## config.mk

```make
export PLATFORM = sky130hd
export DESIGN_NAME = rcs_top
export DESIGN_NICKNAME = d
export VERILOG_FILES = /design/src/include/rcs_pkg.sv /design/src/include/rcs_meas_if.sv /design/src/logic/rcs_top.sv /design/src/logic/rcs_avg.sv /design/src/logic/rcs_cs_detect.sv
export VERILOG_INCLUDE_DIRS = /design/src /design/src/include
export SDC_FILE = /design/constraint.sdc
export NUM_CORES = 1
export LEC_CHECK = 0
export BUFFER_PORTS_ARGS = -buffer_cell sky130_fd_sc_hd__buf_4
export CORE_MARGIN = 5
export CORE_UTILIZATION = 40
export DETAILED_ROUTE_END_ITERATION = 10
export GPL_ROUTABILITY_DRIVEN = 0
export GPL_TIMING_DRIVEN = 0
export HOLD_SLACK_MARGIN = 0.15
export PLACE_DENSITY = 0.74
export SKIP_CTS_REPAIR_TIMING = 1
export SYNTH_ARGS = -nofsm -noshare
export SYNTH_HDL_FRONTEND = slang
export SYNTH_SLANG_ARGS = --single-unit
export TNS_END_PERCENT = 100
```

## constraint.sdc

```tcl
create_clock -name i_clk -period 4.9 [get_ports i_clk]
set_input_delay 0.49 -clock i_clk [delete_from_list [all_inputs] [get_ports i_clk]]
set_output_delay 0.49 -clock i_clk [all_outputs]
set_load 0.02 [all_outputs]
```

## src/include/rcs_consts.svh

```systemverilog
/*
 Constants of the signal-strength and carrier-sense block: register offsets,
 field positions, reset values and threshold figures.
 Assumes it is included by its bare name by the logic modules and the bench.
*/
`ifndef RCS_CONSTS_SVH
`define RCS_CONSTS_SVH

// register byte offsets
`define RCS_OFF_CTRL 8'h00
`define RCS_OFF_GAIN 8'h04
`define RCS_OFF_PIN 8'h08
`define RCS_OFF_STAT 8'h0c
`define RCS_OFF_IRQ_STAT 8'h10
`define RCS_OFF_IRQ_CLR 8'h14
`define RCS_OFF_IRQ_EN 8'h18
`define RCS_OFF_SYNC_RSSI 8'h1c

// control register fields
`define RCS_CTRL_FLEN_LSB 0
`define RCS_CTRL_REL_LSB 2
`define RCS_CTRL_ADJ_LSB 4
`define RCS_CTRL_APPEND_BIT 8
`define RCS_CTRL_SYNCQ_BIT 9
`define RCS_CTRL_RESET 32'h0000_0000

// gain register fields
`define RCS_GAIN_LNA_LSB 0
`define RCS_GAIN_DVGA_LSB 3
`define RCS_GAIN_TGT_LSB 5
`define RCS_GAIN_RESET 32'h0000_0060

// pin selector code that routes the carrier flag out
`define RCS_PIN_SEL_CARRIER 4'he
`define RCS_PIN_RESET 4'h0

// interrupt event bits
`define RCS_IRQ_CS_RISE 0
`define RCS_IRQ_CS_FALL 1
`define RCS_IRQ_UPDATE 2
`define RCS_IRQ_SYNC 3
`define RCS_IRQ_W 4

// averaging: base block of 8 samples, times 2^filter_length
`define RCS_AVG_BASE_LOG2 3

// threshold figures in half-dB units
`define RCS_THR_BASE 10'sh000
`define RCS_LNA_STEP_HD 10'sh006
`define RCS_DVGA_STEP_HD 10'sh00c
`define RCS_HYST_HD 10'sh002
`define RCS_ADJ_DISABLE 4'h8
`define RCS_REL_STEP1_HD 9'sh00c
`define RCS_REL_STEP2_HD 9'sh014
`define RCS_REL_STEP3_HD 9'sh01c

// level target code offsets from the 33 dB default, half-dB units
`define RCS_TGT0_HD 10'sh3ee
`define RCS_TGT1_HD 10'sh3f4
`define RCS_TGT2_HD 10'sh3fa
`define RCS_TGT3_HD 10'sh000
`define RCS_TGT4_HD 10'sh006
`define RCS_TGT5_HD 10'sh00a
`define RCS_TGT6_HD 10'sh00e
`define RCS_TGT7_HD 10'sh012

`endif

```

## src/include/rcs_pkg.sv

```systemverilog
/*
 Types shared by the signal-strength and carrier-sense modules.
 Assumes nothing of its surroundings.
*/
package rcs_pkg;
    typedef logic signed [7:0] rcs_rssi_t;
    typedef logic signed [9:0] rcs_thr_t;
    typedef enum logic [1:0] {
        RCS_TRACK = 2'b01,
        RCS_FROZEN = 2'b10
    } rcs_rx_state_e;
endpackage

```

## src/include/rcs_meas_if.sv

```systemverilog
/*
 Carrier for averaged strength samples between the averager and its users.
 Assumes one clock; upd is a one-cycle strobe with level valid beside it.
*/
`timescale 1ns/1ps
interface rcs_meas_if;
    logic signed [7:0] level;
    logic upd;
    modport src (output level, output upd);
    modport snk (input level, input upd);
endinterface

```

## src/logic/rcs_top.sv

```systemverilog
/*
 Signal-strength readout and carrier sense with an AHB-Lite register slave.
 Assumes level samples from the receive chain in half-dB two's complement,
 one per i_smp_vld at twice the channel bandwidth, and one-cycle event
 pulses from the radio control and packet handler.
*/
// Chosen here: the register addresses and the AHB-Lite register port.
`timescale 1ns/1ps
`include "rcs_consts.svh"
module rcs_top (
    input wire logic i_clk,
    input wire logic i_rst_b,
    // receive chain and radio control
    input wire logic i_smp_vld,
    input wire rcs_pkg::rcs_rssi_t i_smp,
    input wire logic i_rx_enter,
    input wire logic i_sync_det,
    input wire logic i_payload_end,
    // results
    output rcs_pkg::rcs_rssi_t o_rssi,
    output logic o_carrier,
    output logic o_sync_search_en,
    output logic o_pin_out,
    output logic o_cca_carrier,
    output logic o_rx_term_carrier,
    output rcs_pkg::rcs_rssi_t o_status_byte,
    output logic o_status_byte_vld,
    output logic o_irq,
    // AHB-Lite slave
    input wire logic i_hsel,
    input wire logic [31:0] i_haddr,
    input wire logic [1:0] i_htrans,
    input wire logic i_hwrite,
    input wire logic [2:0] i_hsize,
    input wire logic [31:0] i_hwdata,
    input wire logic i_hready,
    output logic [31:0] o_hrdata,
    output logic o_hreadyout,
    output logic o_hresp
);
    import rcs_pkg::*;

    // register state
    logic [31:0] ctrl_ff;
    logic [31:0] gain_ff;
    logic [3:0] output_pin_selector_ff;
    logic [`RCS_IRQ_W-1:0] irq_stat_ff;
    logic [`RCS_IRQ_W-1:0] irq_en_ff;

    // bus data phase
    logic wr_pend_ff;
    logic [7:0] wr_addr_ff;
    logic [31:0] rdata_ff;

    // measurement state
    rcs_rssi_t rssi_ff;
    rcs_rssi_t sync_rssi_ff;
    rcs_rssi_t status_byte_ff;
    logic status_vld_ff;
    logic carrier_ff;
    rcs_rx_state_e state_ff;
    rcs_rx_state_e nxt_state;

    rcs_meas_if meas ();

    // control fields
    wire [1:0] filter_length = ctrl_ff[`RCS_CTRL_FLEN_LSB +: 2];
    wire [1:0] rel_step_select = ctrl_ff[`RCS_CTRL_REL_LSB +: 2];
    wire [3:0] abs_level_adjust = ctrl_ff[`RCS_CTRL_ADJ_LSB +: 4];
    wire status_bytes_append_en = ctrl_ff[`RCS_CTRL_APPEND_BIT];
    wire sync_cs_qualify = ctrl_ff[`RCS_CTRL_SYNCQ_BIT];
    wire [2:0] front_amp_gain_limit = gain_ff[`RCS_GAIN_LNA_LSB +: 3];
    wire [1:0] digital_gain_limit = gain_ff[`RCS_GAIN_DVGA_LSB +: 2];
    wire [2:0] channel_level_target = gain_ff[`RCS_GAIN_TGT_LSB +: 3];

    // bus decode
    wire addr_phase_w = i_hsel && i_htrans[1] && i_hready;
    wire wr_accept_w = addr_phase_w && i_hwrite;
    wire [7:0] rd_addr_w = i_haddr[7:0];
    wire wr_ctrl_w = wr_pend_ff && (wr_addr_ff == `RCS_OFF_CTRL);
    wire wr_gain_w = wr_pend_ff && (wr_addr_ff == `RCS_OFF_GAIN);
    wire wr_pin_w = wr_pend_ff && (wr_addr_ff == `RCS_OFF_PIN);
    wire wr_irq_clr_w = wr_pend_ff && (wr_addr_ff == `RCS_OFF_IRQ_CLR);
    wire wr_irq_en_w = wr_pend_ff && (wr_addr_ff == `RCS_OFF_IRQ_EN);

    // absolute threshold: gains lower it, adjust and target raise it
    rcs_thr_t tgt_off_w;
    always_comb begin
        case (channel_level_target)
            3'h0: tgt_off_w = `RCS_TGT0_HD;
            3'h1: tgt_off_w = `RCS_TGT1_HD;
            3'h2: tgt_off_w = `RCS_TGT2_HD;
            3'h3: tgt_off_w = `RCS_TGT3_HD;
            3'h4: tgt_off_w = `RCS_TGT4_HD;
            3'h5: tgt_off_w = `RCS_TGT5_HD;
            3'h6: tgt_off_w = `RCS_TGT6_HD;
            default: tgt_off_w = `RCS_TGT7_HD;
        endcase
    end

    // adjust code 1000 sits outside the +-7 dB range and turns the absolute test off
    wire abs_en_w = abs_level_adjust != `RCS_ADJ_DISABLE;
    wire rcs_thr_t adj_hd_w = {{5{abs_level_adjust[3]}}, abs_level_adjust, 1'b0};
    wire rcs_thr_t lna_hd_w = $signed({7'h0, front_amp_gain_limit}) * `RCS_LNA_STEP_HD;
    wire rcs_thr_t dvga_hd_w = $signed({8'h0, digital_gain_limit}) * `RCS_DVGA_STEP_HD;
    wire rcs_thr_t abs_thr_w = `RCS_THR_BASE + adj_hd_w - lna_hd_w - dvga_hd_w + tgt_off_w;

    // relative step in half-dB units
    logic signed [8:0] rel_step_w;
    always_comb begin
        case (rel_step_select)
            2'h1: rel_step_w = `RCS_REL_STEP1_HD;
            2'h2: rel_step_w = `RCS_REL_STEP2_HD;
            2'h3: rel_step_w = `RCS_REL_STEP3_HD;
            default: rel_step_w = 9'sh000;
        endcase
    end
    wire rel_en_w = rel_step_select != 2'h0;

    rcs_avg #(
        .ACC_W(14)
    ) u_avg (
        .i_clk(i_clk),
        .i_rst_b(i_rst_b),
        .i_smp_vld(i_smp_vld),
        .i_smp(i_smp),
        .i_flen(filter_length),
        .meas(meas.src)
    );

    logic abs_flag_w;
    logic rel_flag_w;
    rcs_cs_detect u_det (
        .i_clk(i_clk),
        .i_rst_b(i_rst_b),
        .meas(meas.snk),
        .i_abs_thr(abs_thr_w),
        .i_rel_step(rel_step_w),
        .o_abs_flag(abs_flag_w),
        .o_rel_flag(rel_flag_w)
    );

    // either enabled criterion holds the carrier
    wire nxt_carrier = (abs_en_w & abs_flag_w) | (rel_en_w & rel_flag_w);
    wire cs_rise_w = nxt_carrier & ~carrier_ff;
    wire cs_fall_w = ~nxt_carrier & carrier_ff;
    wire rssi_upd_w = meas.upd && (state_ff == RCS_TRACK);
    wire sync_cap_w = i_sync_det && (state_ff == RCS_TRACK) && !i_rx_enter;

    // receive entry wins over a sync in the same cycle
    always_comb begin
        case (state_ff)
            RCS_TRACK: nxt_state = sync_cap_w ? RCS_FROZEN : RCS_TRACK;
            RCS_FROZEN: nxt_state = i_rx_enter ? RCS_TRACK : RCS_FROZEN;
            default: nxt_state = RCS_TRACK;
        endcase
    end

    always_ff @(posedge i_clk or negedge i_rst_b) begin
        if (!i_rst_b) begin
            state_ff <= RCS_TRACK;
            rssi_ff <= 8'sh00;
            sync_rssi_ff <= 8'sh00;
            carrier_ff <= 1'b0;
        end else begin
            state_ff <= nxt_state;
            carrier_ff <= nxt_carrier;
            if (rssi_upd_w) begin
                rssi_ff <= meas.level;
            end
            if (sync_cap_w) begin
                sync_rssi_ff <= rssi_ff;
            end
        end
    end

    always_ff @(posedge i_clk or negedge i_rst_b) begin
        if (!i_rst_b) begin
            status_byte_ff <= 8'sh00;
            status_vld_ff <= 1'b0;
        end else begin
            status_vld_ff <= i_payload_end && status_bytes_append_en;
            if (i_payload_end && status_bytes_append_en) begin
                status_byte_ff <= sync_rssi_ff;
            end
        end
    end

    // interrupt events; a new event in the clearing cycle survives
    wire [`RCS_IRQ_W-1:0] irq_evt_w = {sync_cap_w, rssi_upd_w, cs_fall_w, cs_rise_w};
    wire [`RCS_IRQ_W-1:0] irq_clr_w = wr_irq_clr_w ? i_hwdata[`RCS_IRQ_W-1:0] : '0;
    wire [`RCS_IRQ_W-1:0] nxt_irq_stat = irq_evt_w | (irq_stat_ff & ~irq_clr_w);

    always_ff @(posedge i_clk or negedge i_rst_b) begin
        if (!i_rst_b) begin
            irq_stat_ff <= '0;
            irq_en_ff <= '0;
        end else begin
            irq_stat_ff <= nxt_irq_stat;
            if (wr_irq_en_w) begin
                irq_en_ff <= i_hwdata[`RCS_IRQ_W-1:0];
            end
        end
    end

    // configuration writes land in the data phase
    always_ff @(posedge i_clk or negedge i_rst_b) begin
        if (!i_rst_b) begin
            ctrl_ff <= `RCS_CTRL_RESET;
            gain_ff <= `RCS_GAIN_RESET;
            output_pin_selector_ff <= `RCS_PIN_RESET;
        end else begin
            if (wr_ctrl_w) begin
                ctrl_ff <= {22'h0, i_hwdata[9:0]};
            end
            if (wr_gain_w) begin
                gain_ff <= {24'h0, i_hwdata[7:0]};
            end
            if (wr_pin_w) begin
                output_pin_selector_ff <= i_hwdata[3:0];
            end
        end
    end

    // read data is sampled in the address phase so it sits in a flop for the data phase
    logic [31:0] rd_mux_w;
    always_comb begin
        case (rd_addr_w)
            `RCS_OFF_CTRL: rd_mux_w = ctrl_ff;
            `RCS_OFF_GAIN: rd_mux_w = gain_ff;
            `RCS_OFF_PIN: rd_mux_w = {28'h0, output_pin_selector_ff};
            `RCS_OFF_STAT: rd_mux_w = {22'h0, state_ff == RCS_FROZEN, carrier_ff, rssi_ff};
            `RCS_OFF_IRQ_STAT: rd_mux_w = {28'h0, irq_stat_ff};
            `RCS_OFF_IRQ_EN: rd_mux_w = {28'h0, irq_en_ff};
            `RCS_OFF_SYNC_RSSI: rd_mux_w = {24'h0, sync_rssi_ff};
            default: rd_mux_w = 32'h0000_0000;
        endcase
    end

    always_ff @(posedge i_clk or negedge i_rst_b) begin
        if (!i_rst_b) begin
            wr_pend_ff <= 1'b0;
            wr_addr_ff <= 8'h00;
            rdata_ff <= 32'h0000_0000;
        end else begin
            wr_pend_ff <= wr_accept_w;
            if (addr_phase_w) begin
                wr_addr_ff <= i_haddr[7:0];
                rdata_ff <= i_hwrite ? 32'h0000_0000 : rd_mux_w;
            end
        end
    end

    assign o_hrdata = rdata_ff;
    assign o_hreadyout = 1'b1;
    assign o_hresp = 1'b0;

    assign o_rssi = rssi_ff;
    assign o_carrier = carrier_ff;
    assign o_sync_search_en = !sync_cs_qualify || carrier_ff;
    assign o_pin_out = (output_pin_selector_ff == `RCS_PIN_SEL_CARRIER) && carrier_ff;
    assign o_cca_carrier = carrier_ff;
    assign o_rx_term_carrier = carrier_ff;
    assign o_status_byte = status_byte_ff;
    assign o_status_byte_vld = status_vld_ff;
    assign o_irq = |(irq_stat_ff & irq_en_ff);
endmodule

```

## src/logic/rcs_avg.sv

```systemverilog
/*
 Averager: sums 8*2^filter_length level samples and emits their mean.
 Assumes input samples arrive at twice the channel bandwidth, one per strobe.
*/
`timescale 1ns/1ps
`include "rcs_consts.svh"
module rcs_avg #(
    parameter int ACC_W = 14
) (
    input wire logic i_clk,
    input wire logic i_rst_b,
    input wire logic i_smp_vld,
    input wire rcs_pkg::rcs_rssi_t i_smp,
    input wire logic [1:0] i_flen,
    rcs_meas_if.src meas
);
    import rcs_pkg::*;

    logic [5:0] cnt_ff;
    logic signed [ACC_W-1:0] acc_ff;
    rcs_rssi_t level_ff;
    logic upd_ff;

    wire [2:0] shift_w = 3'(`RCS_AVG_BASE_LOG2) + {1'b0, i_flen};
    wire [5:0] last_w = 6'((7'h1 << shift_w) - 7'h1);
    wire block_end_w = i_smp_vld && (cnt_ff >= last_w);
    wire signed [ACC_W-1:0] sum_w = acc_ff + ACC_W'(i_smp);
    wire signed [ACC_W-1:0] mean_w = sum_w >>> shift_w;

    // a shorter filter length taking effect mid-block ends that block at the new length, or on the next sample if the count is already past it
    always_ff @(posedge i_clk or negedge i_rst_b) begin
        if (!i_rst_b) begin
            cnt_ff <= 6'h00;
            acc_ff <= '0;
            level_ff <= 8'sh00;
            upd_ff <= 1'b0;
        end else begin
            upd_ff <= block_end_w;
            if (block_end_w) begin
                cnt_ff <= 6'h00;
                acc_ff <= '0;
                level_ff <= mean_w[7:0];
            end else if (i_smp_vld) begin
                cnt_ff <= cnt_ff + 6'h01;
                acc_ff <= sum_w;
            end
        end
    end

    assign meas.level = level_ff;
    assign meas.upd = upd_ff;
endmodule

```

## src/logic/rcs_cs_detect.sv

```systemverilog
/*
 Carrier detection from averaged strength: absolute level with hysteresis
 and relative step between consecutive samples.
 Assumes thresholds are quasi-static and are sampled on each update.
*/
`timescale 1ns/1ps
`include "rcs_consts.svh"
module rcs_cs_detect (
    input wire logic i_clk,
    input wire logic i_rst_b,
    rcs_meas_if.snk meas,
    input wire rcs_pkg::rcs_thr_t i_abs_thr,
    input wire logic signed [8:0] i_rel_step,
    output logic o_abs_flag,
    output logic o_rel_flag
);
    import rcs_pkg::*;

    rcs_rssi_t prev_ff;
    logic have_prev_ff;
    logic abs_ff;
    logic rel_ff;

    wire rcs_thr_t lvl_w = {{2{meas.level[7]}}, meas.level};
    wire abs_set_w = lvl_w > i_abs_thr;
    wire abs_clr_w = lvl_w < (i_abs_thr - `RCS_HYST_HD);
    wire signed [8:0] diff_w = {meas.level[7], meas.level} - {prev_ff[7], prev_ff};
    wire rel_set_w = have_prev_ff && (diff_w >= i_rel_step);
    wire rel_clr_w = have_prev_ff && (diff_w <= -i_rel_step);

    always_ff @(posedge i_clk or negedge i_rst_b) begin
        if (!i_rst_b) begin
            prev_ff <= 8'sh00;
            have_prev_ff <= 1'b0;
            abs_ff <= 1'b0;
            rel_ff <= 1'b0;
        end else if (meas.upd) begin
            prev_ff <= meas.level;
            have_prev_ff <= 1'b1;
            abs_ff <= abs_set_w | (abs_ff & ~abs_clr_w);
            rel_ff <= rel_set_w | (rel_ff & ~rel_clr_w);
        end
    end

    assign o_abs_flag = abs_ff;
    assign o_rel_flag = rel_ff;
endmodule

```

==> flow_summary.toml, run 1 <==
[status]
status = "finished with violations"
violations = "negative setup slack"

[global_routing]
grt_use_total_pct = 16.1
overflow = 0
antenna_found_initial = 0
grt_pass1_wl_um = 31200
grt_pass1_vias = 6253
grt_start_max_net_pins = 76

[sta]
layout_setup_ws_ps = -36.5
fmax_mhz = 203
grt_setup_unrepaired = "true"
setup_violations = 1
worst_slew_pin_slew_ps = 728
final.period_utilization_pct = 101
setup_tns_ps = -36.5
slew_violations = 0
hold_viol = 0
clock_skew_ps = 10.5
finalCriticalPeriod_ps = 4940
relSlewSlack_pct = 51.2

[place]
io_buffer_count = 67
dp_hpwl_um = 14400
dp_cells = 1223
postPlaceCellArea_sq_um = 9180

[power_and_ir_drop]
power.density_nw_per_um2 = 583
power.switching_uw = 2460
p_sw_share_pct = 42.4
p_seq_share_pct = 23.4
pwr-share-comb_pct = 55.7
p_leak_uw = 0.00479
finalPower_uw = 5810
p_int_uw = 3340
ir_worst_vdd_mv = 0.355
pwr-share-clk_pct = 20.9

[floorplan]
die_height_um = 153
ios = 143
initial_core_util_pct = 40.6
rows = 52
core_area_sq_um = 20200
die_width_um = 153
die-area_sq_um = 23500

[layout]
nets = 1157
n_antenna_cell = 0
drive_gt1_share_pct = 24.5
final_area_sq_um = 9970
fin_cells = 1266
area_delta_synth_final_pct = 21.2

[cts]
clk_pin_slew_worst_paths_ps = 60
numCtsBuffers = 17
cts_buffer_depth = 2
htree_levels = 4
cts_root_buf = "clkbuf_16"
cts_tree = "done"
clk_latency_ps = 430
cts.sinks = 117

[synthesis]
yosysWarnings = 0
async_flop_share_pct = 100
synthesis.area_sq_um = 8220
synth_flop_cell = "dfrtp_1"
seq_area_frac_synth_pct = 35.7
synth-edff-count = 0
synth_cell_types = 73
syn_avg_cell_area_sq_um = 9.53
ys_ff_latch = 117
synth_cells = 863

[setup_path]
cp_max_fo = 4
arrival_ps = 5240
cp-end-kind = "register"
critPathKind = "register to register"
rr_worst_depth = 22
regToRegSetupSlack_ps = -40
r2r-start = "gain_ff[1]"
reg2reg_to = "u_det.o_abs_flag"
worstPathRequired_ps = 5200
critPathLaunchType = "register"

[detailed_routing]
drcViolationCount = 0
post_drt_via_cell_ratio = 5.17
drt_first_pass_iters = 5
ant_nets = 0
first_iter_violations = 424
post_drt_wl_per_cell_um = 15.3
vias = 6544
wirelength_um = 19400

[worst_hold_path]
hold_depth = 2
whs_endpoint = "state_ff[1]"
min-delay-start = "i_rx_enter"
hp-class = "primary input to register"

[job]
cap_violations = 0
-- final cells by class --
| type | instances | area (sq um) |
|---|---|---|
| Timing Repair Buffer | 79 | 627 |
| Buffer | 51 | 330 |
| Clock inverter | 15 | 146 |
| Fill cell | 1820 | 10300 |
| Sequential cell | 117 | 2930 |
| Multi-Input combinational cell | 640 | 4880 |
| Tap cell | 270 | 338 |
| Inverter | 77 | 292 |
| Clock buffer | 17 | 425 |
-- cells in the final DEF, fill, tap and decap left out, drive strengths merged, types with 24 or more instances in the layout --
cell    netlist  final
a21oi        29     29
buf          37    115
clkbuf       14     31
conb          2     24
dfrtp       114    114
ha           77     77
inv          77     84
mux2         50     50
nand2        92     92
nand3        24     24
nor2         46     46
o21ai        80     80
xnor2        25     25
-- kinds of logic after synthesis --
logic type / synth area share [%]
simple gates: 13.1
compound gates: 15.7
buf+inv: 7.56
flops: 35.7
fa+ha+maj: 14.4
mux: 9.41
xor+xnor: 4.12
other cells: 0.0913
-- worst max-delay path by stage --
stage / startpoint / to / slack [ps] / cells after the start
final: gain_ff[1] / u_det.o_abs_flag / -40 / 22
after CTS: gain_ff[0] / u_det.o_abs_flag / -320 / 22
after global routing: gain_ff[1] / u_det.o_abs_flag / -220 / 23
after detailed placement: gain_ff[0] / u_det.o_abs_flag / -290 / 22
after global placement: gain_ff[0] / u_det.o_abs_flag / -240 / 22
after floorplan: gain_ff[0] / u_det.o_abs_flag / 70 / 22
-- registers in the layout, summed over array words and instances (netlist names), 6 cells and up --
register	cells
o_hrdata	10
gain_ff	8
ctrl_ff	10
o_rssi	8
wr_addr_ff	8
u_avg.cnt_ff	6
sync_rssi_ff	8
o_status_byte	8
u_avg.meas.level	8
u_det.prev_ff	8
u_avg.acc_ff	14
-- per-layer routing --
layer / part of all wire (%) / routed length, um / global-route usage, %
met1: 45 / 8750 / 21.2
met2: 48 / 9360 / 26.7
met3: 5.3 / 1030 / 3.70
met4: 1.2 / 235 / 4.25
met5: 0 / 0 / 0
-- synth_stat cells (3+ instances only) --
cell      count  area [sq um]
a211oi_1      4          30.0
a21o_1       12          90.1
a21oi_1      27           135
a221oi_1     10          87.6
a22o_1        6          52.6
a22oi_1       6          45.0
buf_2         3          15.0
buf_4        28           210
buf_6         4          45.0
clkbuf_1     14          52.6
dfrtp_1     114          2850
dfstp_2       3          78.8
fa_1         11           220
ha_1         77           963
inv_1        76           285
mux2_2       50           563
mux2i_1      12           120
mux4_2        4          90.1
nand2_1      92           345
nand2b_1     12          75.1
nand3_1      24           120
nand4_1       5          31.3
nor2_1       45           169
nor2b_1      11          68.8
nor3_1       10          50.1
o211ai_1      7          52.6
o21a_1       12          90.1
o21ai_0      57           285
o21ai_1      21           105
o22ai_1       6          37.5
o31ai_1       4          30.0
or2_2         3          18.8
or3_1         4          25.0
or4_1         4          30.0
xnor2_1      23           201
xor2_1       12           105
-- through the flow --
step                      setup WS (ps)  hold slack (ps)  util [%]
final                             -36.5              243      49.3
after CTS                          -318            -12.5      48.2
after floorplan                    72.3              194         -
after global routing               -224              235      49.3
after global placement             -238              451      45.2
after detailed placement           -288              440      45.4
-- power by group through the flow --
| stage | sequential [uW] | combinational (uW) | clock (uW) |
|---|---|---|---|
| 6_report | 1360 | 3240 | 1210 |
| 4_1_cts | 1350 | 2950 | 1230 |
| 5_1_grt | 1380 | 3630 | 1290 |
| 2_1_floorplan | 1310 | 2310 | 0 |
| 3_3_place_gp | 1360 | 2820 | 0 |
| 3_5_place_dp | 1370 | 2910 | 0 |
-- critical path, cell delays in order (launching register included) --
cell	delay, ps
dfrtp_1	450
ha_4	200
inv_2	60
fa_2	440
fa_1	520
inv_2	40
fa_1	530
inv_2	50
ha_4	220
a21o_1	200
a21o_1	180
a311o_2	420
nor4_4	210
nand3_1	150
xnor2_1	160
ha_1	310
nand2b_4	150
nand2_2	60
nand2_2	50
o2bb2ai_2	120
o21ai_1	90
o21a_1	140
o21ai_1	60
Power figures use the tool's default switching activity.
==> run 2: changes to the inputs <==
Settings changed: SKIP_CTS_REPAIR_TIMING 1 to not set.
==> run 2 against run 1 <==
- the flow still finishes with violations (negative setup slack)
- clock power about the same
- sequential cell count unchanged
- register-to-register slack about the same
- non-clock buffer count decreased by 2
- first-iteration DRC count decreased by 11%
- via count decreased by 0.17%
- sequential share of layout area increased by 0.18 points
- core utilization decreased by 0.32 points
- combinational power decreased by 3%
==> flow_summary.toml, run 2 (same netlist as run 1, synthesis figures left out) <==
[floorplan]
die_height_um = 153
die-area_sq_um = 23500
rows = 52
die_width_um = 153
core_area_sq_um = 20200
initial_core_util_pct = 40.6
ios = 143

[layout]
area_delta_synth_final_pct = 20.4
layout_commonest_cell = "dfrtp_1"
n_antenna_cell = 0
largest-register = "u_avg.acc_ff"
drive_gt1_share_pct = 23.6
fin_util_pct = 48.9
largest_reg_flops = 14
final_area_sq_um = 9900
fin_cells = 1264
nets = 1155
layout_common_cells = "dfrtp_1 (114), buf_4 (102), nand2_1 (90), ha_1 (74), inv_1 (72)"

[global_routing]
grt_pass1_vias = 6309
grt_use_total_pct = 16.2
antenna_found_initial = 0
grt_start_max_net_pins = 76
overflow = 0
grt_pass1_wl_um = 31500

[detailed_routing]
first_iter_violations = 377
ant_nets = 0
post_drt_wl_per_cell_um = 15.0
vias = 6533
drcViolationCount = 0
drt_first_pass_iters = 4
wirelength_um = 19000
post_drt_via_cell_ratio = 5.17

[setup_path]
regToRegSetupSlack_ps = -30
cp-end-kind = "register"
critPathLaunchType = "register"
critPathKind = "register to register"
worstPathRequired_ps = 5200
cp_max_fo = 4
arrival_ps = 5230

[place]
io_buffer_count = 67
postPlaceCellArea_sq_um = 9180
dp_hpwl_um = 14400
dp_cells = 1223

[cts]
cts_buffer_depth = 2
cts_root_buf = "clkbuf_16"
clk_pin_slew_worst_paths_ps = 60
clk_latency_ps = 430
htree_levels = 4
cts.sinks = 117
numCtsBuffers = 17
cts_tree = "done"

[sta]
layout_setup_ws_ps = -30.1
setup_violations = 1
finalCriticalPeriod_ps = 4930
worst_slew_pin_slew_ps = 717
final.period_utilization_pct = 101
hold_viol = 0
grt_setup_unrepaired = "true"
relSlewSlack_pct = 52.0
fmax_mhz = 203
slew_violations = 0
clock_skew_ps = 11.0

[status]
status = "finished with violations"
violations = "negative setup slack"

[power_and_ir_drop]
p_leak_uw = 0.00478
finalPower_uw = 5700
power.density_nw_per_um2 = 576
ir_worst_vdd_mv = 0.354

[job]
cap_violations = 0

[worst_hold_path]
hp-class = "primary input to register"
## run 2: cell count changes in the layout (fill, tap and decap cells not counted), sizes merged
cell,before,now
buf,115,113
## run 2: metal layers
metal	track usage, %	wire length [um]	vias up
li1	-	-	3232
met1	21.4	8800	3144
met2	27.0	9060	140
met3	3.70	896	17
met4	4.12	233	0
met5	0	0	-
## run 2: critical path, cell delays in order (launching register included)
cell	delay, ps
dfrtp_1	400
ha_2	200
inv_2	50
fa_1	430
fa_1	520
inv_2	40
fa_1	520
inv_2	50
ha_4	220
a21o_1	180
a21o_1	170
a311o_1	430
nor4_4	330
nand3_1	140
xnor2_1	160
ha_1	310
nand2b_4	150
nand2_2	70
nand2_2	50
o2bb2ai_2	120
o21ai_1	70
o21a_1	130
o21ai_1	60
## run 2: path summary, 6_finish.rpt
path                             start           endpoint  cells past startpoint
min in group asynchronous      i_rst_b  o_status_byte_vld                      2
max reg2reg                 gain_ff[1]   u_det.o_abs_flag                     22
min                         i_rx_enter        state_ff[1]                      2
min reg2reg                o_hrdata[6]        o_hrdata[6]                      2
max                         gain_ff[1]   u_det.o_abs_flag                     22
max in group asynchronous      i_rst_b    u_avg.acc_ff[3]                      3
## run 2: where the power goes
part	internal [uW]	switching [uW]	total (uW)	leakage [uW]
Sequential	1150	203	1350	0.00149
Combinational	1430	1710	3130	0.00301
Clock	710	506	1220	0.000275
Total	3290	2420	5700	0.00478
## run 2: what timing repair did
item,4_1_cts,5_1_grt
buffers inserted,7,1
setup endpoints to repair,1,1
resized for setup,5,14
hold buffers,1,0
pin swaps,4,14
hold endpoints to repair,39,0
## run 2: final cells by class
| class | instances | area [sq um] |
|---|---|---|
| multi-input combinational | 640 | 4830 |
| sequential | 117 | 2930 |
| timing repair buffer | 77 | 604 |
| clock inverter | 15 | 146 |
| tap | 270 | 338 |
| fill | 1833 | 10300 |
| inverter | 77 | 292 |
| buffer | 51 | 330 |
| clock buffer | 17 | 425 |
## run 2: per-stage QoR
stage / hold WS [ps] / TNS [ps] / setup WS, ps
after floorplan: 194 / 0 / 72.3
after global placement: 451 / -238 / -238
after detailed placement: 440 / -288 / -288
after CTS: 232 / 0 / 0.171
after global routing: 235 / -286 / -286
final: 245 / -30.1 / -30.1
